### src/common/pmsc_regs.svh
`ifndef PMSC_REGS_SVH
`define PMSC_REGS_SVH
// ==========================================
// Register offsets
`define PMSC_OFS_CTRL      8'hC0
`define PMSC_OFS_SRC_ADDR  8'hC1
`define PMSC_OFS_STATUS    8'hC2
`define PMSC_OFS_SWPC      8'hC3
`define PMSC_OFS_FLAGS     8'hC5
`define PMSC_OFS_IRQ_STAT  8'hC8
`define PMSC_OFS_IRQ_EN    8'hC9
`define PMSC_OFS_IRQ_CLR   8'hCA
// ==========================================
// Field positions
`define PMSC_BIT_PRESS_EN  7
`define PMSC_BIT_REL_EN    6
`define PMSC_BIT_WDSR_EN   1
`define PMSC_BIT_WDPC_EN   0
`define PMSC_BIT_PRESS_ST  7
`define PMSC_BIT_REL_ST    6
`define PMSC_BIT_LIVE      5
`define PMSC_BIT_SWPC      0
`define PMSC_BIT_PC_FLAG   1
`define PMSC_BIT_SR_FLAG   0
`define PMSC_BIT_CLR_PRESS 0
`define PMSC_BIT_CLR_REL   1
// ==========================================
// Reset values and timing
`define PMSC_SRC_ADDR_RST  8'hFF
`define PMSC_BYTE_ZERO     8'h00
`define PMSC_IRQ_W         4
`define PMSC_SWPC_DELAY_NS 8000000
`define PMSC_CLK_PERIOD_NS 40
`endif

### src/common/pmsc_pkg.sv
package pmsc_pkg;
  typedef logic [7:0] pmsc_byte_t;
  typedef logic [7:0] pmsc_addr_t;
  // Power sequencer states, Gray from idle through wait to cycle; cycle back to idle flips both bits
  typedef enum logic [1:0] {
    PMSC_IDLE  = 2'b00,
    PMSC_WAIT  = 2'b01,
    PMSC_CYCLE = 2'b11
  } pmsc_seq_e;
endpackage

### src/hdl/pmsc_sync.sv
`timescale 1ns/100ps
// ==========================================
// Two-flop synchroniser
module pmsc_sync #(
  parameter logic RST_VAL = 1'b0
) (
  // Clock and reset
  input  wire logic i_clk,
  input  wire logic i_resetn,
  input  wire logic i_ce,
  // Data
  input  wire logic i_d,
  output logic      o_q
);
  logic meta_r;
  // Only the second flop is read outside; reset to the pin's idle level avoids a false edge
  always_ff @(posedge i_clk or negedge i_resetn) begin
    if (!i_resetn) begin
      meta_r <= RST_VAL;
      o_q    <= RST_VAL;
    end else if (i_ce) begin
      meta_r <= i_d;
      o_q    <= meta_r;
    end
  end
endmodule

### src/hdl/pmsc_delay.sv
`timescale 1ns/100ps
// ==========================================
// One-shot delay timer, pulses o_done after CYCLES
module pmsc_delay #(
  parameter int CYCLES = 200000
) (
  // Clock and reset
  input  wire logic i_clk,
  input  wire logic i_resetn,
  input  wire logic i_ce,
  // Control
  input  wire logic i_start,
  output logic      o_busy,
  output logic      o_done
);
  localparam int CW = $clog2(CYCLES + 1);
  logic [CW-1:0] cnt_r;
  wire           last = (cnt_r == CW'(1));
  assign o_busy = (cnt_r != '0);
  // Counter loads on start, done pulses on the final count
  always_ff @(posedge i_clk or negedge i_resetn) begin
    if (!i_resetn) begin
      cnt_r  <= '0;
      o_done <= 1'b0;
    end else if (i_ce) begin
      o_done <= o_busy && last;
      if (i_start && !o_busy) begin
        cnt_r <= CW'(CYCLES);
      end else if (o_busy) begin
        cnt_r <= cnt_r - CW'(1);
      end
    end
  end
endmodule

### src/hdl/pmsc_top.sv
// Design decision made here: the plain strobed port.
`timescale 1ns/100ps
`include "pmsc_regs.svh"
// Operation
// - Watchdog expiry with enable starts soft reset
// - Watchdog expiry with enable starts power cycle
// - Sleep entry clears both watchdog enables
// - Source address byte reads, resets 0xFF
// - Reading source address reloads 0xFF
// - Press status bit set on press interrupt
// - Release status bit set on release interrupt
// - Live button level shown in status
// - Software request waits 8ms, then power cycles
// - Power-cycle flag set, cleared on read
// - Soft-reset flag set, cleared on read
// - Press enable raises interrupt on press
// - Release enable raises interrupt on release
module pmsc_top #(
  parameter int SWPC_CYCLES = (`PMSC_SWPC_DELAY_NS + `PMSC_CLK_PERIOD_NS - 1) / `PMSC_CLK_PERIOD_NS
) (
  // Clock, reset, enable
  input  wire logic           i_clk,
  input  wire logic           i_resetn,
  input  wire logic           i_ce,
  // Register port
  input  wire pmsc_pkg::pmsc_addr_t i_addr,
  input  wire pmsc_pkg::pmsc_byte_t i_wdata,
  input  wire logic           i_wr,
  input  wire logic           i_rd,
  output pmsc_pkg::pmsc_byte_t o_rdata,
  // System events
  input  wire logic           i_button_n,
  input  wire logic           i_wdog_expire,
  input  wire logic           i_sleep_entry,
  input  wire pmsc_pkg::pmsc_byte_t i_int_source,
  input  wire logic           i_int_source_vld,
  // Sequencer requests
  output logic                o_soft_reset,
  output logic                o_power_cycle,
  // Interrupts
  output logic                o_irq,
  output logic                o_irq_n_out,
  output logic                o_irq_n_oe
);
  import pmsc_pkg::*;

  // ==========================================
  // Pin synchronisation
  logic btn_n_s;
  // Starts at the released level so leaving reset does not fake a press
  pmsc_sync #(.RST_VAL(1'b1)) u_sync (
    .i_clk    (i_clk),
    .i_resetn (i_resetn),
    .i_ce     (i_ce),
    .i_d      (i_button_n),
    .o_q      (btn_n_s)
  );
  wire   live = ~btn_n_s;
  logic  live_r;

  // ==========================================
  // Decode
  wire wr_ctrl   = i_wr && (i_addr == `PMSC_OFS_CTRL);
  wire wr_swpc   = i_wr && (i_addr == `PMSC_OFS_SWPC);
  wire wr_irq_en = i_wr && (i_addr == `PMSC_OFS_IRQ_EN);
  wire wr_irq_cl = i_wr && (i_addr == `PMSC_OFS_IRQ_CLR);
  wire rd_src_addr = i_rd && (i_addr == `PMSC_OFS_SRC_ADDR);
  wire rd_flags  = i_rd && (i_addr == `PMSC_OFS_FLAGS);

  // ==========================================
  // Registers
  logic       press_en_r, rel_en_r, wdsr_en_r, wdpc_en_r;
  pmsc_byte_t src_addr_r;
  logic       press_st_r, rel_st_r, swpc_r;
  logic       pc_flag_r, sr_flag_r;
  logic [`PMSC_IRQ_W-1:0] irq_st_r, irq_en_r;
  pmsc_byte_t rdata_r;
  pmsc_seq_e  seq_r;

  // Button edges
  wire press_ev   = live && !live_r;
  wire release_ev = !live && live_r;
  wire press_irq  = press_ev && press_en_r;
  wire rel_irq    = release_ev && rel_en_r;
  wire wd_sr      = i_wdog_expire && wdsr_en_r;
  wire wd_pc      = i_wdog_expire && wdpc_en_r;

  // Delay timer for software power cycle
  logic dly_busy, dly_done;
  pmsc_delay #(.CYCLES(SWPC_CYCLES)) u_delay (
    .i_clk    (i_clk),
    .i_resetn (i_resetn),
    .i_ce     (i_ce),
    .i_start  (seq_r == PMSC_IDLE && swpc_r),
    .o_busy   (dly_busy),
    .o_done   (dly_done)
  );

  // Sequencer: idle, wait 8ms, one-cycle power cycle request
  pmsc_seq_e seq_nxt;
  always_comb begin
    seq_nxt = seq_r;
    unique case (seq_r)
      PMSC_IDLE:  if (swpc_r) seq_nxt = PMSC_WAIT;
      PMSC_WAIT:  if (dly_done) seq_nxt = PMSC_CYCLE;
      PMSC_CYCLE: seq_nxt = PMSC_IDLE;
      default:    seq_nxt = PMSC_IDLE;
    endcase
  end
  wire sw_pc = (seq_r == PMSC_CYCLE);
  wire pc_ev = wd_pc || sw_pc;

  // Control byte; sleep wins over a same-cycle write of the watchdog bits
  always_ff @(posedge i_clk or negedge i_resetn) begin
    if (!i_resetn) begin
      press_en_r <= 1'b0;
      rel_en_r   <= 1'b0;
      wdsr_en_r  <= 1'b0;
      wdpc_en_r  <= 1'b0;
    end else if (i_ce) begin
      if (wr_ctrl) begin
        press_en_r <= i_wdata[`PMSC_BIT_PRESS_EN];
        rel_en_r   <= i_wdata[`PMSC_BIT_REL_EN];
        wdsr_en_r  <= i_wdata[`PMSC_BIT_WDSR_EN];
        wdpc_en_r  <= i_wdata[`PMSC_BIT_WDPC_EN];
      end
      if (i_sleep_entry) begin
        wdsr_en_r <= 1'b0;
        wdpc_en_r <= 1'b0;
      end
    end
  end

  // Interrupt source; new source wins over reload on read
  always_ff @(posedge i_clk or negedge i_resetn) begin
    if (!i_resetn) begin
      src_addr_r <= `PMSC_SRC_ADDR_RST;
    end else if (i_ce) begin
      if (i_int_source_vld) begin
        src_addr_r <= i_int_source;
      end else if (rd_src_addr) begin
        src_addr_r <= `PMSC_SRC_ADDR_RST;
      end
    end
  end

  // Button status: sticky, cleared by host via the interrupt clear register
  wire clr_press = wr_irq_cl && i_wdata[`PMSC_BIT_CLR_PRESS];
  wire clr_rel   = wr_irq_cl && i_wdata[`PMSC_BIT_CLR_REL];
  always_ff @(posedge i_clk or negedge i_resetn) begin
    if (!i_resetn) begin
      live_r     <= 1'b0;
      press_st_r <= 1'b0;
      rel_st_r   <= 1'b0;
    end else if (i_ce) begin
      live_r     <= live;
      press_st_r <= press_irq | (press_st_r & ~clr_press);
      rel_st_r   <= rel_irq | (rel_st_r & ~clr_rel);
    end
  end

  // Software request bit self-clears once the sequencer takes it
  always_ff @(posedge i_clk or negedge i_resetn) begin
    if (!i_resetn) begin
      swpc_r <= 1'b0;
      seq_r  <= PMSC_IDLE;
    end else if (i_ce) begin
      seq_r <= seq_nxt;
      if (wr_swpc && i_wdata[`PMSC_BIT_SWPC]) begin
        swpc_r <= 1'b1;
      end else if (seq_r == PMSC_IDLE) begin
        swpc_r <= 1'b0;
      end
    end
  end

  // Reset cause flags: a new event wins over clear on read
  always_ff @(posedge i_clk or negedge i_resetn) begin
    if (!i_resetn) begin
      pc_flag_r <= 1'b0;
      sr_flag_r <= 1'b0;
    end else if (i_ce) begin
      pc_flag_r <= pc_ev | (pc_flag_r & ~rd_flags);
      sr_flag_r <= wd_sr | (sr_flag_r & ~rd_flags);
    end
  end

  // Interrupt bank: press, release, soft reset, power cycle
  wire [`PMSC_IRQ_W-1:0] irq_ev = {pc_ev, wd_sr, rel_irq, press_irq};
  always_ff @(posedge i_clk or negedge i_resetn) begin
    if (!i_resetn) begin
      irq_st_r <= '0;
      irq_en_r <= '0;
    end else if (i_ce) begin
      irq_st_r <= irq_ev | (irq_st_r & ~(wr_irq_cl ? i_wdata[`PMSC_IRQ_W-1:0] : '0));
      if (wr_irq_en) begin
        irq_en_r <= i_wdata[`PMSC_IRQ_W-1:0];
      end
    end
  end

  // Read mux
  pmsc_byte_t rd_mux;
  always_comb begin
    rd_mux = `PMSC_BYTE_ZERO;
    unique case (i_addr)
      `PMSC_OFS_CTRL:     rd_mux = {press_en_r, rel_en_r, 4'h0, wdsr_en_r, wdpc_en_r};
      `PMSC_OFS_SRC_ADDR: rd_mux = src_addr_r;
      `PMSC_OFS_STATUS:   rd_mux = {press_st_r, rel_st_r, live, 5'h00};
      `PMSC_OFS_SWPC:     rd_mux = {7'h00, swpc_r};
      `PMSC_OFS_FLAGS:    rd_mux = {6'h00, pc_flag_r, sr_flag_r};
      `PMSC_OFS_IRQ_STAT: rd_mux = {4'h0, irq_st_r};
      `PMSC_OFS_IRQ_EN:   rd_mux = {4'h0, irq_en_r};
      default:            rd_mux = `PMSC_BYTE_ZERO;
    endcase
  end
  always_ff @(posedge i_clk or negedge i_resetn) begin
    if (!i_resetn) begin
      rdata_r <= `PMSC_BYTE_ZERO;
    end else if (i_ce) begin
      rdata_r <= i_rd ? rd_mux : `PMSC_BYTE_ZERO;
    end
  end

  // ==========================================
  // Outputs
  assign o_rdata       = rdata_r;
  assign o_soft_reset  = wd_sr;
  assign o_power_cycle = pc_ev;
  assign o_irq         = |(irq_st_r & irq_en_r);
  // Open drain: driven low only, never driven high
  assign o_irq_n_out   = 1'b0;
  assign o_irq_n_oe    = press_st_r | rel_st_r;

  // ==========================================
  // Assertions
  // Cycles spent waiting; lets the delay check cover the full count, not just a few cycles
  logic [31:0] wait_cnt_r;
  always_ff @(posedge i_clk or negedge i_resetn) begin
    if (!i_resetn) begin
      wait_cnt_r <= 32'h0;
    end else if (i_ce) begin
      wait_cnt_r <= (seq_r == PMSC_WAIT) ? wait_cnt_r + 32'h1 : 32'h0;
    end
  end
  a_sleep_clears: assert property (@(posedge i_clk) disable iff (!i_resetn)
    i_ce && i_sleep_entry |=> !wdsr_en_r && !wdpc_en_r) else $error("sleep did not clear");
  a_src_reload: assert property (@(posedge i_clk) disable iff (!i_resetn)
    i_ce && rd_src_addr && !i_int_source_vld |=> src_addr_r == `PMSC_SRC_ADDR_RST) else $error("no reload");
  a_src_load: assert property (@(posedge i_clk) disable iff (!i_resetn)
    i_ce && i_int_source_vld |=> src_addr_r == $past(i_int_source)) else $error("source not loaded");
  a_press_sets: assert property (@(posedge i_clk) disable iff (!i_resetn)
    i_ce && press_irq |=> press_st_r) else $error("press status lost");
  a_release_sets: assert property (@(posedge i_clk) disable iff (!i_resetn)
    i_ce && rel_irq |=> rel_st_r) else $error("release status lost");
  a_live_level: assert property (@(posedge i_clk) disable iff (!i_resetn)
    i_ce && i_rd && i_addr == `PMSC_OFS_STATUS |=> o_rdata[`PMSC_BIT_LIVE] == $past(live)) else $error("live wrong");
  a_swpc_delay: assert property (@(posedge i_clk) disable iff (!i_resetn)
    sw_pc |-> wait_cnt_r >= 32'(SWPC_CYCLES)) else $error("early power cycle");
  a_pc_flag: assert property (@(posedge i_clk) disable iff (!i_resetn)
    i_ce && pc_ev |=> pc_flag_r) else $error("pc flag not set");
  a_sr_flag: assert property (@(posedge i_clk) disable iff (!i_resetn)
    i_ce && wd_sr |=> sr_flag_r) else $error("sr flag not set");
  a_wd_reset: assert property (@(posedge i_clk) disable iff (!i_resetn)
    i_wdog_expire && wdsr_en_r |-> o_soft_reset) else $error("no soft reset");
  a_wd_power: assert property (@(posedge i_clk) disable iff (!i_resetn)
    i_wdog_expire && wdpc_en_r |-> o_power_cycle) else $error("no power cycle");
  a_irq_pin: assert property (@(posedge i_clk) disable iff (!i_resetn)
    (press_st_r || rel_st_r) |-> o_irq_n_oe && !o_irq_n_out) else $error("irq pin idle");
  c_press: cover property (@(posedge i_clk) press_irq);
  c_swpc: cover property (@(posedge i_clk) sw_pc);
  c_flags_read: cover property (@(posedge i_clk) rd_flags && pc_flag_r);
  c_release: cover property (@(posedge i_clk) rel_irq);
  c_wdog: cover property (@(posedge i_clk) wd_sr);
endmodule

### config.mk
export PLATFORM = sky130hd
export DESIGN_NAME = pmsc_top
export DESIGN_NICKNAME = d
export VERILOG_FILES = /design/src/common/pmsc_pkg.sv /design/src/hdl/pmsc_sync.sv /design/src/hdl/pmsc_delay.sv /design/src/hdl/pmsc_top.sv
export VERILOG_INCLUDE_DIRS = /design/src /design/src/common
export SDC_FILE = /design/constraint.sdc
export NUM_CORES = 1
export LEC_CHECK = 0
export BUFFER_PORTS_ARGS = -buffer_cell sky130_fd_sc_hd__buf_4
export CORE_AREA = 2 2 72 74
export DETAILED_ROUTE_END_ITERATION = 16
export DIE_AREA = 0 0 74 76
export PLACE_DENSITY = 0.83
export SKIP_LAST_GASP = 1
export SYNTH_ARGS = -nofsm -noshare
export SYNTH_HDL_FRONTEND = slang
export SYNTH_SLANG_ARGS = --single-unit
### constraint.sdc
create_clock -name i_clk -period 6.5 [get_ports i_clk]
set_clock_uncertainty 0.2 [all_clocks]
set_input_delay 0.325 -clock i_clk [delete_from_list [all_inputs] [get_ports i_clk]]
set_output_delay 0.325 -clock i_clk [all_outputs]
set_load 0.005 [all_outputs]
==> flow_metrics.py <==
metrics = {
    "outcome": {
        "run_status": "complete, no violations",
    },
    "worst_setup_path": {
        "cp_data_arrival_time_ns": 2.58,
        "worstSetupEndpointType": "register",
        "cp_data_required_time_ns": 6.52,
        "cp_max_fo": 5,
        "critical_path_start_end_classification": "reg2reg",
        "critical_path.startpoint_type": "register",
    },
    "layout": {
        "area_growth_pct": 22.0,
        "seqCellArea_mm2": 0.00144,
        "diodes": 0,
        "finalNonFillerCells": 398,
        "drive_gt1_share_pct": 26.5,
        "total_of_fill_cells_in_the_finished_design": 363,
        "layout.nets": 358,
        "multi_input_comb_area_mm2": 0.00133,
    },
    "clock_tree": {
        "clock_tree.root_cell": "sky130_fd_sc_hd__clkbuf_8",
        "clock_latency_ns": 0.33,
        "post_cts_resize_count": 0,
        "post_cts_setup_buffers": 0,
        "cts_buffer_depth": 2,
        "postCtsHoldBufs": 8,
        "clock_sink_count": 57,
        "cts_h_tree_depth": 3,
        "clk_pin_slew_worst_paths_ns": 0.07,
        "num_cts_buffers": 9,
        "cts_tree": "yes",
    },
    "routing": {
        "avgRoutedWirePerCell_um": 15.7,
        "postRouteWirelength_mm": 6.25,
        "via_count": 2299,
        "first_pass_iters": 4,
        "drc": 0,
        "final_antenna_net_count": 0,
        "post_drt_via_cell_ratio": 5.78,
        "drt_first_iter_violations": 135,
    },
    "sta": {
        "final_hold_viol_count": 0,
        "final.setup.tns_ns": 0,
        "clock.fmax_mhz": 390,
        "max-slew-margin-rel_pct": 52.8,
        "grt_setup_unrepaired": "false",
        "post-route-period-util_pct": 39.5,
        "drv_slew": 0,
        "report.final.setup_viol": 0,
        "worst_slew_pin_tran_ns": 0.708,
        "finalWorstPathRequiredPeriod_ns": 2.57,
    },
    "synthesis": {
        "synth_largest_area_cell": "sky130_fd_sc_hd__dfrtp_1",
        "synthesis.instances": 274,
        "post_synth_and_or_nand_nor_area_fraction_pct": 20.1,
        "ys_warn_count": 0,
        "synth_enable_flop_cells": 0,
        "yosys_register_bits": 57,
        "synth_adder_area_share_pct": 0.879,
        "synth_mux_area_share_pct": 8.35,
        "synth_top_family_by_area": "simple AND/OR/NAND/NOR gates",
        "syn-cell-area_mm2": 0.00285,
        "synth-async-reset-ratio_pct": 100,
        "yosys.area.top_type_share_pct": 41.3,
        "synth.lib_cells_used.distinct": 49,
        "syn_area_per_cell_um2": 10.4,
        "ys_dominant_reg_cell": "sky130_fd_sc_hd__dfrtp_1",
        "seq_area_frac_synth_pct": 50.5,
        "fraction_of_the_mapped_netlist_area_in_compound_gates_pct": 15.5,
        "synth.top_cells.by_area": "sky130_fd_sc_hd__dfrtp_1 (41%), sky130_fd_sc_hd__dfstp_2 (9.2%), sky130_fd_sc_hd__mux2_2 (5.5%), sky130_fd_sc_hd__nand2_1 (3.6%), sky130_fd_sc_hd__nor2_1 (3.4%)",
        "synthXorXnorAreaFrac_pct": 1.85,
        "syn-num-nets": 309,
    },
    "grt": {
        "grtUsageTotal_pct": 23.8,
        "grt_first_pass_wirelength_mm": 10.2,
        "globalRouteOverflowTotal": 0,
        "grt_pass1_vias": 2248,
        "grt_max_degree": 58,
        "grt_antenna_before_repair": 0,
    },
    "floorplan": {
        "std_cell_rows": 26,
        "floorplan.initialDensity_pct": 58.0,
        "die_x_um": 74,
        "die-height_um": 76,
        "floorplan.die_area_mm2": 0.00562,
        "coreArea_mm2": 0.00491,
        "io-pin-count": 46,
    },
    "power": {
        "peakVddDrop_uv": 170,
        "cellPowerDensity_mw_per_mm2": 292,
        "leakage_nw": 1.56,
    },
    "placement": {
        "detailed_place_hpwl_mm": 4.24,
        "io_buffer_count": 42,
        "place.detailed.instances": 374,
        "globalplace.congestion": 0.825,
    },
    "run": {
        "max-cap-violations": 0,
    },
    "hold_path": {
        "worstHoldPathType": "in2reg",
    },
}
## report_power, final
group | leakage (nW) | total (mW) | internal, mW | switching [mW]
combinational | 0.737 | 0.204 | 0.101 | 0.103
clock | 0.0953 | 0.327 | 0.186 | 0.141
sequential | 0.730 | 0.483 | 0.422 | 0.0616
## metal layers
layer | vias to the layer above | part of all wire [%] | track usage, %
met5 | - | 0 | 0
met1 | 1124 | 43 | 30.0
li1 | 1104 | - | -
met3 | 10 | 4.5 | 6.75
met4 | 0 | 1.4 | 10.5
met2 | 61 | 51 | 37.6
## cells in the final DEF, fill, tap and decap left out, types with 3 or more instances in the layout
cell type and instances:
sky130_fd_sc_hd__a21oi_1 9, sky130_fd_sc_hd__mux2i_1 8, sky130_fd_sc_hd__nand3_1 6, sky130_fd_sc_hd__nor2b_1 4, sky130_fd_sc_hd__a22oi_1 5, sky130_fd_sc_hd__o21ai_0 12
sky130_fd_sc_hd__or3_1 3, sky130_fd_sc_hd__nand4b_1 4, sky130_fd_sc_hd__nor3b_1 3, sky130_fd_sc_hd__o22a_1 8, sky130_fd_sc_hd__nor4_1 3, sky130_fd_sc_hd__dlygate4sd3_1 8
sky130_fd_sc_hd__a31oi_1 4, sky130_fd_sc_hd__dfstp_2 10, sky130_fd_sc_hd__dfrtp_1 47, sky130_fd_sc_hd__a21o_1 5, sky130_fd_sc_hd__inv_1 6, sky130_fd_sc_hd__xnor2_1 4
sky130_fd_sc_hd__nor2_1 26, sky130_fd_sc_hd__and4_1 3, sky130_fd_sc_hd__clkbuf_8 10, sky130_fd_sc_hd__nand2_1 27, sky130_fd_sc_hd__nor3_1 5, sky130_fd_sc_hd__a22o_1 7
sky130_fd_sc_hd__buf_4 42, sky130_fd_sc_hd__nand2b_1 3, sky130_fd_sc_hd__mux2_2 14, sky130_fd_sc_hd__o2bb2ai_1 6, sky130_fd_sc_hd__or4_1 4
## stage by stage
stage	hold WS [ns]	power [mW]	util (%)	setup WS, ns	cell area, µm²
2_1_floorplan	-0.171	0.626	-	4.18	2850
3_3_place_gp	0.217	0.680	65.1	4.01	3200
3_5_place_dp	0.219	0.689	65.1	3.97	3200
4_1_cts	0.00110	1.02	70.7	3.95	3470
5_1_grt	0.00234	1.08	70.7	3.72	3470
6_report	0.0141	1.02	70.7	3.93	3470
## state kept, by name, indices dropped and copies added (netlist names), 2 cells and up
name and flops:
irq_en_r 4, irq_st_r 4, o_rdata 8, seq_r 2, src_addr_r 8, u_delay.cnt_r 18
## synth_stat cells (2+ instances only)
library cell and n:
sky130_fd_sc_hd__nor4_1 3, sky130_fd_sc_hd__mux2_2 14, sky130_fd_sc_hd__buf_4 2, sky130_fd_sc_hd__a22o_1 7, sky130_fd_sc_hd__o21ai_0 12, sky130_fd_sc_hd__nand3_1 6
sky130_fd_sc_hd__and3_1 2, sky130_fd_sc_hd__nor3b_1 3, sky130_fd_sc_hd__inv_1 6, sky130_fd_sc_hd__dfrtp_1 47, sky130_fd_sc_hd__o2bb2ai_1 6, sky130_fd_sc_hd__mux2i_1 8
sky130_fd_sc_hd__clkbuf_1 8, sky130_fd_sc_hd__nor2b_1 4, sky130_fd_sc_hd__a21o_1 5, sky130_fd_sc_hd__a22oi_1 5, sky130_fd_sc_hd__and4_1 3, sky130_fd_sc_hd__dfstp_2 10
sky130_fd_sc_hd__ha_1 2, sky130_fd_sc_hd__nand4b_1 4, sky130_fd_sc_hd__nor2_1 26, sky130_fd_sc_hd__nand2_1 27, sky130_fd_sc_hd__or4_1 4, sky130_fd_sc_hd__a31oi_1 4
sky130_fd_sc_hd__a21oi_1 9, sky130_fd_sc_hd__nand4_1 2, sky130_fd_sc_hd__or4_4 2, sky130_fd_sc_hd__o22a_1 8, sky130_fd_sc_hd__xnor2_1 4, sky130_fd_sc_hd__or3_1 3
sky130_fd_sc_hd__xor2_1 2, sky130_fd_sc_hd__nand2b_1 3, sky130_fd_sc_hd__a211oi_1 2, sky130_fd_sc_hd__nor3_1 5, sky130_fd_sc_hd__and2_1 2
## final cells by class
type,instances,area share [%]
Timing Repair Buffer,50,11.4
Clock buffer,11,4.07
Clock inverter,5,1.59
Tap cell,70,2.52
Sequential cell,57,41.4
Multi-Input combinational cell,199,38.4
Inverter,6,0.648
## path summary, 6_finish.rpt
check	from	end	slack (ns)	cells past startpoint
max reg2reg	u_delay.cnt_r[0]	u_delay.cnt_r[7]	3.93	7
max	u_delay.cnt_r[0]	u_delay.cnt_r[7]	3.93	7
min	i_int_source[6]	src_addr_r[6]	0.01	2
min reg2reg	u_delay.cnt_r[16]	u_delay.cnt_r[16]	0.27	1
max in group asynchronous	i_resetn	live_r	5.25	2
min in group asynchronous	i_resetn	o_rdata[4]	0.38	2
## cell families (layout without fill, tap and decap cells)
group,after synthesis,count (layout)
mux,22,22
fa+ha+maj,2,2
flops,57,57
buf+inv,18,72
simple gates,105,105
xor+xnor,6,6
other cells,1,1
compound gates,63,63
## worst max-delay path, stage by stage (launching register included)
cell                      delay [ns]
sky130_fd_sc_hd__dfrtp_1        0.40
sky130_fd_sc_hd__inv_1          0.10
sky130_fd_sc_hd__ha_1           0.24
sky130_fd_sc_hd__or3b_2         0.50
sky130_fd_sc_hd__nor4_1         0.33
sky130_fd_sc_hd__a21oi_1        0.21
sky130_fd_sc_hd__nand3_1        0.14
sky130_fd_sc_hd__mux2_2         0.33
Note: power is estimated with default switching activity, not from simulation.
